<file path="src/shared/line_energy_pkg.sv">
package line_energy_pkg;
  // Register byte offsets on the APB bus.
  localparam logic [7:0] CTRL_OFS   = 8'h00;
  localparam logic [7:0] GAIN_OFS   = 8'h04;
  localparam logic [7:0] OFFSET_OFS = 8'h08;
  localparam logic [7:0] HALF_OFS   = 8'h0c;
  localparam logic [7:0] PNUM_OFS   = 8'h10;
  localparam logic [7:0] PDEN_OFS   = 8'h14;
  localparam logic [7:0] DIV_OFS    = 8'h18;
  localparam logic [7:0] ACCUM_OFS  = 8'h1c;
  localparam logic [7:0] LINE_OFS   = 8'h20;
  localparam logic [7:0] PERIOD_OFS = 8'h24;
  localparam logic [7:0] STATUS_OFS = 8'h28;
  localparam logic [7:0] MASK_OFS   = 8'h2c;
  // Field positions.
  localparam int CTRL_LINE_EN_BIT = 0;
  localparam int IRQ_WINDOW_BIT   = 0;
  localparam int IRQ_ZX_BIT       = 1;
  localparam int IRQ_W            = 2;
  // Field widths.
  localparam int GAIN_W   = 12;
  localparam int OFFSET_W = 16;
  localparam int HALF_W   = 16;
  localparam int PULSE_W  = 12;
  localparam int DIV_W    = 8;
  localparam int ENERGY_W = 24;
  localparam int PERIOD_W = 16;
  localparam int FINE_W   = 64;
  // Gain is a fraction of 2^12; fine energy carries 33 bits below the energy LSB.
  localparam int GAIN_FRAC  = 12;
  localparam int FINE_SHIFT = 33;
  localparam logic signed [GAIN_W+1:0] GAIN_UNITY = 14'sh1000;
  // Timing: update every 4 clocks, period tick every 8 clocks.
  localparam int PRESC_W = 3;
  localparam logic [1:0] UPDATE_PHASE = 2'h3;
  localparam logic [2:0] TICK_PHASE   = 3'h7;
  // Reset values.
  localparam logic [PULSE_W-1:0] PNUM_RESET = 12'h03f;
  localparam logic [PULSE_W-1:0] PDEN_RESET = 12'h03f;
endpackage

</file>
<file path="src/rtl/line_energy_metering.sv">
// The implementer's own choices: the APB slave port and the address map.
`timescale 1ns/1ps
module line_energy_metering import line_energy_pkg::*; #(
  parameter int POWER_W = 28
) (
  // Clock and reset
  input  wire logic                      core_clk,
  input  wire logic                      resetn,
  // APB slave
  input  wire logic                      psel,
  input  wire logic                      penable,
  input  wire logic                      pwrite,
  input  wire logic [7:0]                paddr,
  input  wire logic [31:0]               pwdata,
  output logic      [31:0]               prdata,
  output logic                           pready,
  output logic                           pslverr,
  // Line and power inputs
  input  wire logic                      zero_cross_in,
  input  wire logic signed [POWER_W-1:0] power_sample,
  // Outputs
  output logic                           energy_pulse_output,
  output logic                           irq_n_out,
  output logic                           irq_n_oe
);
  if (POWER_W < 8 || POWER_W > 30) begin : g_bad_width
    $error("POWER_W must lie between 8 and 30");
  end

  // Registers.
  logic                       line_en, next_line_en;
  logic signed [GAIN_W-1:0]   active_gain_trim, next_gain;
  logic signed [OFFSET_W-1:0] active_power_offset, next_offset;
  logic [HALF_W-1:0]          half_cycle_count, next_half_cycle_count;
  logic [PULSE_W-1:0]         pulse_numerator, next_pnum;
  logic [PULSE_W-1:0]         pulse_denominator, next_pden;
  logic [DIV_W-1:0]           energy_divider, next_div;
  logic [IRQ_W-1:0]           irq_status, next_status;
  logic [IRQ_W-1:0]           irq_mask, next_mask;
  logic [31:0]                next_prdata;
  logic                       hit;
  logic                       wr;
  // Measurement and energy state.
  logic [PRESC_W-1:0]         presc;
  logic                       zc_s1, zc_s2, zc_s3, zc_level;
  logic [PERIOD_W-1:0]        period_count, next_period_count;
  logic [PERIOD_W-1:0]        line_period, next_line_period;
  logic [HALF_W-1:0]          half_seen, next_half_seen;
  logic signed [FINE_W-1:0]   fine_accum, next_fine;
  logic signed [FINE_W-1:0]   fine_delta;
  logic signed [POWER_W+GAIN_W+1:0] gained_full;
  logic [ENERGY_W-1:0]        active_energy_accum, next_accum;
  logic [ENERGY_W-1:0]        window_energy, next_window;
  logic [ENERGY_W-1:0]        window_sum;
  logic [ENERGY_W-1:0]        line_active_energy, next_line_energy;
  logic [DIV_W-1:0]           div_den;
  logic                       energy_update, tick8, half_edge, rise_edge, window_end;
  logic                       step_up, step_down, div_up, div_down;

  assign energy_update = presc[1:0] == UPDATE_PHASE;
  assign tick8         = presc == TICK_PHASE;
  assign half_edge     = (zc_s2 == zc_s3) && (zc_s3 != zc_level);
  assign rise_edge     = half_edge && zc_s3;
  assign window_end    = line_en && half_edge && (half_cycle_count != '0) &&
                         ({1'b0, half_seen} + 17'h00001 >= {1'b0, half_cycle_count});

  // Gained power plus offset, in units of 2^-33 of the energy LSB.
  assign gained_full = power_sample * (GAIN_UNITY + (GAIN_W+2)'(active_gain_trim));
  assign fine_delta  = FINE_W'(gained_full >>> GAIN_FRAC) + FINE_W'(active_power_offset);
  assign next_fine   = energy_update ? fine_accum + fine_delta : fine_accum;
  assign step_up     = energy_update && !fine_delta[FINE_W-1] &&
                       (next_fine[FINE_W-1:FINE_SHIFT] != fine_accum[FINE_W-1:FINE_SHIFT]);
  assign step_down   = energy_update && fine_delta[FINE_W-1] &&
                       (next_fine[FINE_W-1:FINE_SHIFT] != fine_accum[FINE_W-1:FINE_SHIFT]);

  // A zero divider means divide by one.
  assign div_den = (energy_divider == '0) ? '0 : energy_divider - DIV_W'(1);

  ratio_scaler #(.W(DIV_W)) u_divider (
    .core_clk  (core_clk),
    .resetn    (resetn),
    .step_up   (step_up),
    .step_down (step_down),
    .num       ('0),
    .den       (div_den),
    .pulse_up  (div_up),
    .pulse_down(div_down)
  );

  // The pulse path takes the undivided steps.
  ratio_scaler #(.W(PULSE_W)) u_pulse (
    .core_clk  (core_clk),
    .resetn    (resetn),
    .step_up   (step_up),
    .step_down (step_down),
    .num       (pulse_numerator),
    .den       (pulse_denominator),
    .pulse_up  (energy_pulse_output),
    .pulse_down()
  );

  assign window_sum = div_up ? window_energy + ENERGY_W'(1) :
                      div_down ? window_energy - ENERGY_W'(1) : window_energy;

  always_comb begin
    next_accum        = div_up ? active_energy_accum + ENERGY_W'(1) :
                        div_down ? active_energy_accum - ENERGY_W'(1) : active_energy_accum;
    next_window       = line_en ? window_sum : '0;
    next_half_seen    = line_en ? half_seen : '0;
    next_line_energy  = line_active_energy;
    next_period_count = (tick8 && period_count != '1) ? period_count + PERIOD_W'(1) : period_count;
    next_line_period  = line_period;
    if (rise_edge) begin
      next_line_period  = period_count;
      next_period_count = '0;
    end
    if (line_en && half_edge) begin
      next_half_seen = half_seen + HALF_W'(1);
    end
    if (window_end) begin
      next_line_energy = window_sum;
      next_window      = '0;
      next_half_seen   = '0;
    end
  end

  always_ff @(posedge core_clk) begin
    if (!resetn) begin
      presc               <= '0;
      zc_s1               <= 1'b0;
      zc_s2               <= 1'b0;
      zc_s3               <= 1'b0;
      zc_level            <= 1'b0;
      fine_accum          <= '0;
      active_energy_accum <= '0;
      window_energy       <= '0;
      line_active_energy  <= '0;
      half_seen           <= '0;
      period_count        <= '0;
      line_period         <= '0;
    end else begin
      presc               <= presc + PRESC_W'(1);
      zc_s1               <= zero_cross_in;
      zc_s2               <= zc_s1;
      zc_s3               <= zc_s2;
      zc_level            <= half_edge ? zc_s3 : zc_level;
      fine_accum          <= next_fine;
      active_energy_accum <= next_accum;
      window_energy       <= next_window;
      line_active_energy  <= next_line_energy;
      half_seen           <= next_half_seen;
      period_count        <= next_period_count;
      line_period         <= next_line_period;
    end
  end

  // APB register file; read data is captured in the setup cycle.
  assign wr      = psel && penable && pwrite;
  assign pready  = 1'b1;
  assign pslverr = psel && penable && !hit;
  assign hit     = paddr[1:0] == 2'b00 && paddr <= MASK_OFS;

  always_comb begin
    next_line_en          = line_en;
    next_gain             = active_gain_trim;
    next_offset           = active_power_offset;
    next_half_cycle_count = half_cycle_count;
    next_pnum             = pulse_numerator;
    next_pden             = pulse_denominator;
    next_div              = energy_divider;
    next_mask             = irq_mask;
    next_status           = irq_status;
    if (wr) begin
      unique case (paddr)
        CTRL_OFS:   next_line_en          = pwdata[CTRL_LINE_EN_BIT];
        GAIN_OFS:   next_gain             = pwdata[GAIN_W-1:0];
        OFFSET_OFS: next_offset           = pwdata[OFFSET_W-1:0];
        HALF_OFS:   next_half_cycle_count = pwdata[HALF_W-1:0];
        PNUM_OFS:   next_pnum             = pwdata[PULSE_W-1:0];
        PDEN_OFS:   next_pden             = pwdata[PULSE_W-1:0];
        DIV_OFS:    next_div              = pwdata[DIV_W-1:0];
        MASK_OFS:   next_mask             = pwdata[IRQ_W-1:0];
        STATUS_OFS: next_status           = irq_status & ~pwdata[IRQ_W-1:0];
        default:    next_mask             = irq_mask;
      endcase
    end
    next_status[IRQ_WINDOW_BIT] = next_status[IRQ_WINDOW_BIT] | window_end;
    next_status[IRQ_ZX_BIT]     = next_status[IRQ_ZX_BIT] | half_edge;
    next_prdata = '0;
    unique case (paddr)
      CTRL_OFS:   next_prdata = 32'(line_en);
      GAIN_OFS:   next_prdata = 32'(unsigned'(active_gain_trim));
      OFFSET_OFS: next_prdata = 32'(unsigned'(active_power_offset));
      HALF_OFS:   next_prdata = 32'(half_cycle_count);
      PNUM_OFS:   next_prdata = 32'(pulse_numerator);
      PDEN_OFS:   next_prdata = 32'(pulse_denominator);
      DIV_OFS:    next_prdata = 32'(energy_divider);
      ACCUM_OFS:  next_prdata = 32'(active_energy_accum);
      LINE_OFS:   next_prdata = 32'(line_active_energy);
      PERIOD_OFS: next_prdata = 32'(line_period);
      STATUS_OFS: next_prdata = 32'(irq_status);
      MASK_OFS:   next_prdata = 32'(irq_mask);
      default:    next_prdata = '0;
    endcase
  end

  always_ff @(posedge core_clk) begin
    if (!resetn) begin
      line_en             <= 1'b0;
      active_gain_trim    <= '0;
      active_power_offset <= '0;
      half_cycle_count    <= '0;
      pulse_numerator     <= PNUM_RESET;
      pulse_denominator   <= PDEN_RESET;
      energy_divider      <= '0;
      irq_mask            <= '0;
      irq_status          <= '0;
      prdata              <= '0;
    end else begin
      line_en             <= next_line_en;
      active_gain_trim    <= next_gain;
      active_power_offset <= next_offset;
      half_cycle_count    <= next_half_cycle_count;
      pulse_numerator     <= next_pnum;
      pulse_denominator   <= next_pden;
      energy_divider      <= next_div;
      irq_mask            <= next_mask;
      irq_status          <= next_status;
      prdata              <= (psel && !penable) ? next_prdata : prdata;
    end
  end

  // Open-drain interrupt: driven low while an unmasked status bit is set.
  assign irq_n_out = 1'b0;
  assign irq_n_oe  = |(irq_status & irq_mask);
endmodule // line_energy_metering

</file>
<file path="src/rtl/ratio_scaler.sv">
`timescale 1ns/1ps
module ratio_scaler #(
  parameter int W = 12
) (
  // Clock and reset
  input  wire logic         core_clk,
  input  wire logic         resetn,
  // Signed input steps
  input  wire logic         step_up,
  input  wire logic         step_down,
  // Ratio (num+1)/(den+1) while num <= den
  input  wire logic [W-1:0] num,
  input  wire logic [W-1:0] den,
  // Scaled output steps
  output logic              pulse_up,
  output logic              pulse_down
);
  logic signed [W+2:0] acc;
  logic signed [W+2:0] next_acc;
  logic                next_up;
  logic                next_down;
  logic signed [W+2:0] inc;
  logic signed [W+2:0] mod;
  logic signed [W+2:0] base;

  if (W < 1) begin : g_bad_width
    $error("W must be at least 1");
  end

  // Each up step adds num+1 and each down step subtracts it; each den+1 gathered gives one output step while num <= den.
  // A remainder left above a newly lowered denominator restarts at zero, so no stale state keeps stepping.
  always_comb begin
    inc       = $signed({3'b000, num}) + (W+3)'(1);
    mod       = $signed({3'b000, den}) + (W+3)'(1);
    base      = (acc >= mod) ? '0 : acc;
    next_acc  = base;
    next_up   = 1'b0;
    next_down = 1'b0;
    if (step_up) begin
      next_acc = base + inc;
    end else if (step_down) begin
      next_acc = base - inc;
    end
    if (next_acc >= mod) begin
      next_acc = next_acc - mod;
      next_up  = 1'b1;
    end else if (next_acc < 0) begin
      next_acc  = next_acc + mod;
      next_down = 1'b1;
    end
  end

  always_ff @(posedge core_clk) begin
    if (!resetn) begin
      acc        <= '0;
      pulse_up   <= 1'b0;
      pulse_down <= 1'b0;
    end else begin
      acc        <= next_acc;
      pulse_up   <= next_up;
      pulse_down <= next_down;
    end
  end
endmodule // ratio_scaler

</file>
<file path="config.mk">
export PLATFORM = sky130hd
export DESIGN_NAME = line_energy_metering
export DESIGN_NICKNAME = d
export VERILOG_FILES = /design/src/shared/line_energy_pkg.sv /design/src/rtl/line_energy_metering.sv /design/src/rtl/ratio_scaler.sv
export SDC_FILE = /design/constraint.sdc
export NUM_CORES = 2
export LEC_CHECK = 0
export BUFFER_PORTS_ARGS = -buffer_cell sky130_fd_sc_hd__buf_2
export CORE_ASPECT_RATIO = 1.2
export CORE_MARGIN = 1
export CORE_UTILIZATION = 35
export CTS_CLUSTER_DIAMETER = 120
export DETAILED_ROUTE_END_ITERATION = 6
export GPL_ROUTABILITY_DRIVEN = 1
export PLACE_DENSITY = 0.52
export REMOVE_ABC_BUFFERS = 1
export SLEW_MARGIN = 5
export SYNTH_ARGS = -nofsm -noshare
export SYNTH_HDL_FRONTEND = slang
export SYNTH_SLANG_ARGS = --single-unit
</file>
<file path="constraint.sdc">
create_clock -name core_clk -period 38.7 [get_ports core_clk]
set_input_delay 3.87 -clock core_clk [delete_from_list [all_inputs] [get_ports core_clk]]
set_output_delay 3.87 -clock core_clk [all_outputs]
set_load 0.02 [all_outputs]
</file>
[Yosys cells after proc, flatten, opt, wreduce, memory -nomap -nowiden]
Index checks and enable logic that the tools add are counted.
Cells by class
  $add $sub $neg: 23
  multipliers: 1
  order comparisons: 8
  equal/unequal tests: 18
  muxes and demuxes: 24
  bitwise gates (word level): 7
  reduce and logical (&&, ||, !) cells: 36
Operators by type and width (number)
  24-bit one-hot mux with 12 select lines: 1
  24-bit two-way mux: 4
  15-bit two-way mux: 5
  64-bit by 31-bit adder with 64-bit output: 1
  64-bit two-way mux: 1
  11-bit two-way mux: 5
  24-bit by 1-bit adder with 24-bit output, second input constant: 2
  24-bit by 1-bit subtractor with 24-bit output, second input constant: 2
  28-bit by 15-bit multiplier with 42-bit output: 1
  16-bit by 1-bit adder with 16-bit output, second input constant: 2
  8-bit by 5-bit == test with 1-bit output, second input constant: 4
  8-bit by 6-bit == test with 1-bit output, second input constant: 4
  16-bit two-way mux: 2
  30-bit by 16-bit adder with 31-bit output: 1
  31-bit inequality test: 1
  12-bit by 1-bit adder with 13-bit output, second input constant: 2
  16-bit by 1-bit adder with 17-bit output, second input constant: 1
  17-bit by 16-bit >= comparator with 1-bit output: 1
  8-bit by 4-bit == test with 1-bit output, second input constant: 2
  8-bit zero test: 2
  16-bit inequality test, second input constant: 1
  2-bit AND reduction: 8
  16-bit nonzero test: 1
  14-bit by 12-bit adder with 15-bit output, first input constant: 1
  37 further kinds: 62
Word-level totals
  register bits after elaboration: 333
  output and inout bits: 37
  logic and storage cells: 145

[Depth between registers and ports, before layout]
  word-level depth: 12
  depth in mapped cells: 81
  mapped depth without buffers: 78

[Cells and area by module]
Synthesis repeated with hierarchy kept, for this count alone.
Second synthesis, totals
  cells, all modules: 5234
  area, all modules: 41324.6 um^2
Modules (own cells, without submodules)
  line_energy_metering: instances 1, cells each 4038, area an instance 32557.5 um^2, seq. area each 5905.7 um^2
  ratio_scaler (u_pulse): instances 1, cells each 677, area an instance 4956.0 um^2, seq. area each 340.3 um^2
  ratio_scaler (u_divider): instances 1, cells each 519, area an instance 3811.2 um^2, seq. area each 260.2 um^2

[Worst setup path before layout]
No wires, ideal clock.
  kind: input port to flip-flop
  start point: input power_sample[5]
  end point: register u_pulse.acc[8]
  library setup time: 119 ps
  arrival time: 19062 ps
  data required time: 38581 ps
  slack: 19520 ps
  cell stages on the path: 69
  buffers on the path: 5
  cell sequence: clkbuf_1 -> nand2_1 -> fa_1 -> inv_1 -> fa_1 -> inv_1 -> fa_1 -> inv_1 -> fa_1 -> fa_1 -> inv_1 -> fa_1 -> inv_1 -> ha_1 -> and3_1 -> a211oi_1 -> a211oi_1 -> nor3_1 -> [... 33 more ...] -> ha_1 -> inv_1 -> a21o_1 -> a21oi_1 -> o21bai_1 -> a21oi_1 -> o21bai_1 -> a21oi_1 -> o21bai_1 -> a21oi_1 -> o21bai_1 -> a21o_1 -> a21oi_1 -> and2_1 -> and2_4 -> buf_6 -> o311a_1 -> o221a_1
Between the ends
  word-level cells in the longest chain between the ends: 11
  elaborated cells between the ends (all ways): 18
  those cells by class: add/sub (4); mul (1); order compare (2); eq/ne (1); mux (5); reduce/logical (5)
Ends and longest elaborated chain
  start, declared: line line_energy_metering.sv:20  | input wire logic signed [POWER_W-1:0] power_sample,
  28-bit by 15-bit multiplier with 42-bit output *: line line_energy_metering.sv:68  | assign gained_full = power_sample * (GAIN_UNITY + (GAIN_W+2)'(active_gain_trim));
  30-bit by 16-bit adder with 31-bit output *: line line_energy_metering.sv:69  | assign fine_delta = FINE_W'(gained_full >>> GAIN_FRAC) + FINE_W'(active_power_offset);
  64-bit by 31-bit adder with 64-bit output: line line_energy_metering.sv:70  | assign next_fine = energy_update ? fine_accum + fine_delta : fine_accum;
  64-bit two-way mux: line line_energy_metering.sv:70
  31-bit inequality test: line line_energy_metering.sv:72, line_energy_metering.sv:74
  1-bit logical AND: line line_energy_metering.sv:73  | assign step_down = energy_update && fine_delta[FINE_W-1] &&
  15-bit two-way mux: line ratio_scaler.sv:41  | end else if (step_down) begin
  15-bit two-way mux *: line ratio_scaler.sv:39  | if (step_up) begin
  15-bit by 14-bit adder with 15-bit output or 15-bit by 1-bit less-than comparator with 1-bit output (tied branches): line ratio_scaler.sv:48, ratio_scaler.sv:47
  15-bit two-way mux: line ratio_scaler.sv:47  | end else if (next_acc < 0) begin
  15-bit two-way mux *: line ratio_scaler.sv:44  | if (next_acc >= mod) begin
  end signal, assigned: line ratio_scaler.sv:59  | acc <= next_acc;
  end, declared: line ratio_scaler.sv:18  | logic signed [W+2:0] acc;
Every way passes the cells marked *; elsewhere a longest branch is shown, timed or not.
A chain may end at the register's enable or synchronous reset.

[Final worst setup path]
  start point: input power_sample[10]
  end point: register u_divider.acc[4]
Between the ends
  word-level cells in the longest chain between the ends: 11
  elaborated cells between the ends (all ways): 18
  those cells by class: add/sub (4); mul (1); order compare (2); eq/ne (1); mux (5); reduce/logical (5)
Ends and longest elaborated chain (line)
  28-bit by 15-bit multiplier with 42-bit output *: line_energy_metering.sv:68
  30-bit by 16-bit adder with 31-bit output *: line_energy_metering.sv:69
  64-bit by 31-bit adder with 64-bit output: line_energy_metering.sv:70
  64-bit two-way mux: line_energy_metering.sv:70
  31-bit inequality test: line_energy_metering.sv:72, line_energy_metering.sv:74
  1-bit logical AND: line_energy_metering.sv:73
  11-bit two-way mux: ratio_scaler.sv:41
  11-bit two-way mux *: ratio_scaler.sv:39
  11-bit by 10-bit adder with 11-bit output or 11-bit by 1-bit less-than comparator with 1-bit output (tied branches): ratio_scaler.sv:48, ratio_scaler.sv:47
  11-bit two-way mux: ratio_scaler.sv:47
  11-bit two-way mux *: ratio_scaler.sv:44
  end signal, assigned: ratio_scaler.sv:59
  end, declared: ratio_scaler.sv:18
Marks and branches as above.

==> run metrics <==
status=complete, no violations; initial antenna violation count=2; crit share post-route=0.575; CTS Buf Count=39; Pwr Total=1.47 mW; root buf cell=clkbuf_16; maximum number of pins on one net before global-route repair=114; grt ovf=0; warnings from Yosys=0; final hold violation count=0; Int Pwr=0.875 mW; DR WL/cell=18.3 microns; Total Neg Setup Slack=0 ns; final std cells w/o fill=6339; Max stage delay on crit path=1.02 ns; layout cells sized above 1=0.0571; Mapped Avg Cell Area=7.99 sq um; Critical Path Sink=u_divider.acc[4]; Routed WL=116 mm; MaxCap Viol Count=0; critical path class=in -> reg; fin worst setup slack=16.45 ns; Worst-Skew Late Latency=0.60 ns; switching part of the total=0.406; most frequent CP cell=fa_1; hold_buf cts=0; dpl cell area=40700 sq um; H-tree levels=2; most frequent cells in the layout=nand2_1 (636), inv_1 (586), nor2_1 (374), ha_1 (374), a21oi_1 (364); Hold/Removal Path Class=reg -> reg; Detailed Routing Iterations Pass 1=5; Max Buffers Root-to-Sink=3; DP Worst Slack=16.01 ns; nets@finish=5608; 1st-iter DRT viols=2015; vias in the first global route=33500; post-CTS setup buffers=0; slowest library cell on the worst path=o41ai_1; die height=368 microns; floorplan core area=110000 sq um; Post-Syn Instances=4885; Cell Rows=133; crit path DAT=22.75 ns; Least-Margin Pin Slew=1.11 ns; startpoint types=input port; first-pass GRT wire length=187 mm; Layout area overhead=7.96%; post-route minimum period=22.25 ns; Port Buffers=84; Pwr per Cell Area=35.0 nW/um^2; Net Sw Power=0.599 mW; Worst setup EP type=flop; # setup viols final=0; via/cell ratio=5.30; Top Ports=111; Slew headroom=0.251; cell area after layout=42200 sq um; WHS=0.455 ns; Routed Antenna Nets=0; initial core utilization=0.355; Pins Over Slew Limit=0; die width=307 microns; Worst R2R End=u_divider.acc[4]; Clock transition at path regs=0.06 ns; Logic pwr share=0.454; Post-route DRC=0; Yosys cell types=119; DP HPWL=90.4 mm; # placed instances=6265; Sequential Power Share=0.261; unrepaired setup endpoints after global routing=false; Pleak=19.0 nW; Seq/Total Area, Yosys=0.166; cell area after synthesis=39000 sq um; commonest non-fill, non-tap cell in the layout=nand2_1; clock skew=0.0301 ns; fmax=44.9 MHz; vias post-DR=33600; peak supply drop=43.3 uV; crit-path max FO=36; worst setup path start=power_sample[10]; Post-CTS Resized=0; Clk pwr share=0.285; R2R setup slack=19.06 ns; CTS tree=done; ys flop type=dfxtp_1; Total GRT Usage=0.207; GPL Wtd Cong=0.906; Critical Path RT=39.20 ns; worst r2r path cells=65; full die area=113000 sq um; Post-synth EDFFs=0; Num Clock Sinks=324; final core utilization=0.383; Yosys reg bits=324; ys async rst share=0; reg2reg start=active_gain_trim[8]
kinds of logic (layout without fill, tap and decap cells):
| logic type | count (synthesis) | after routing | share of synthesized area |
|---|---|---|---|
| AND/OR/NAND/NOR | 1632 | 1632 | 0.197 |
| AO/OA/AOI/OAI | 1040 | 1040 | 0.180 |
| buffers and inverters | 824 | 782 | 0.0812 |
| adder cells (fa/ha/maj) | 713 | 713 | 0.293 |
| flip-flops | 324 | 324 | 0.166 |
| XOR/XNOR | 269 | 269 | 0.0612 |
| multiplexers | 81 | 81 | 0.0210 |
| other | 2 | 13 | 0.000192 |
cells in the mapped netlist, drive strengths merged (26+ instances only):
library cell	count	area share
a221oi	31	0.0071
fa	338	0.17
o21ai	152	0.020
or3	26	0.0043
and2	159	0.026
a21o	68	0.013
nand2	637	0.061
a31oi	44	0.0081
mux2i	73	0.019
nor4	31	0.0050
dfxtp	324	0.17
a211oi	34	0.0067
xor2	117	0.026
inv	587	0.056
buf	41	0.0059
o21bai	60	0.012
o21a	40	0.0077
nand2b	28	0.0045
and3	43	0.0069
nor2b	56	0.0090
nor3	53	0.0072
a21oi	369	0.048
nor2	377	0.036
ha	375	0.12
nand3	91	0.012
nand4	55	0.0090
xnor2	150	0.034
clkbuf	195	0.019
worst max-delay path, delay by kind of cell:
kind,cells,cell delay [ns]
AND/OR/NAND/NOR,19,4.86
buffers and inverters,8,1.25
XOR/XNOR,4,0.86
adder cells (fa/ha/maj),10,4.58
AO/OA/AOI/OAI,23,7.30
sequential cells by signal, summed over array words and instances (netlist names), 12 cells and up:
signal	cells
active_energy_accum	24
line_active_energy	24
prdata	24
active_gain_trim	12
u_pulse.acc	15
window_energy	24
active_power_offset	16
period_count	16
half_cycle_count	16
half_seen	16
fine_accum	63
pulse_denominator	12
line_period	16
pulse_numerator	12
metal layers:
metal	wire length [microns]	track usage
met3	4690	0.0172
met1	51800	0.272
met2	56100	0.358
met5	0	0
met4	3520	0.0646
final cells by class:
| type | count | area [sq um] |
|---|---|---|
| fill | 11500 | 67800 |
| timing repair buffer | 123 | 713 |
| clock inverter | 22 | 367 |
| tap | 1485 | 1860 |
| antenna | 3 | 7.51 |
| multi-input combinational | 3745 | 29400 |
| sequential | 324 | 6490 |
| inverter | 588 | 2210 |
| clock buffer | 49 | 1060 |
power by group through the flow:
stage          Sequential (mW)  Clock (mW)  Combinational (mW)
6_report                 0.385       0.420               0.669
5_1_grt                  0.388       0.442               0.746
4_1_cts                  0.385       0.430               0.666
3_5_place_dp             0.392           0               0.660
3_3_place_gp             0.392           0               0.658
2_1_floorplan            0.382           0               0.501
worst min path at each step:
stage	startpoint	end	slack [ns]	cells after the start
2_1_floorplan	presc[0]	presc[0]	0.40	1
3_3_place_gp	zc_s1	zc_s2	0.45	1
3_5_place_dp	zc_s1	zc_s2	0.45	1
4_1_cts	zc_s1	zc_s2	0.46	1
5_1_grt	zc_s1	zc_s2	0.48	1
6_report	zc_s1	zc_s2	0.46	1
(Power assumes the default switching activity.)
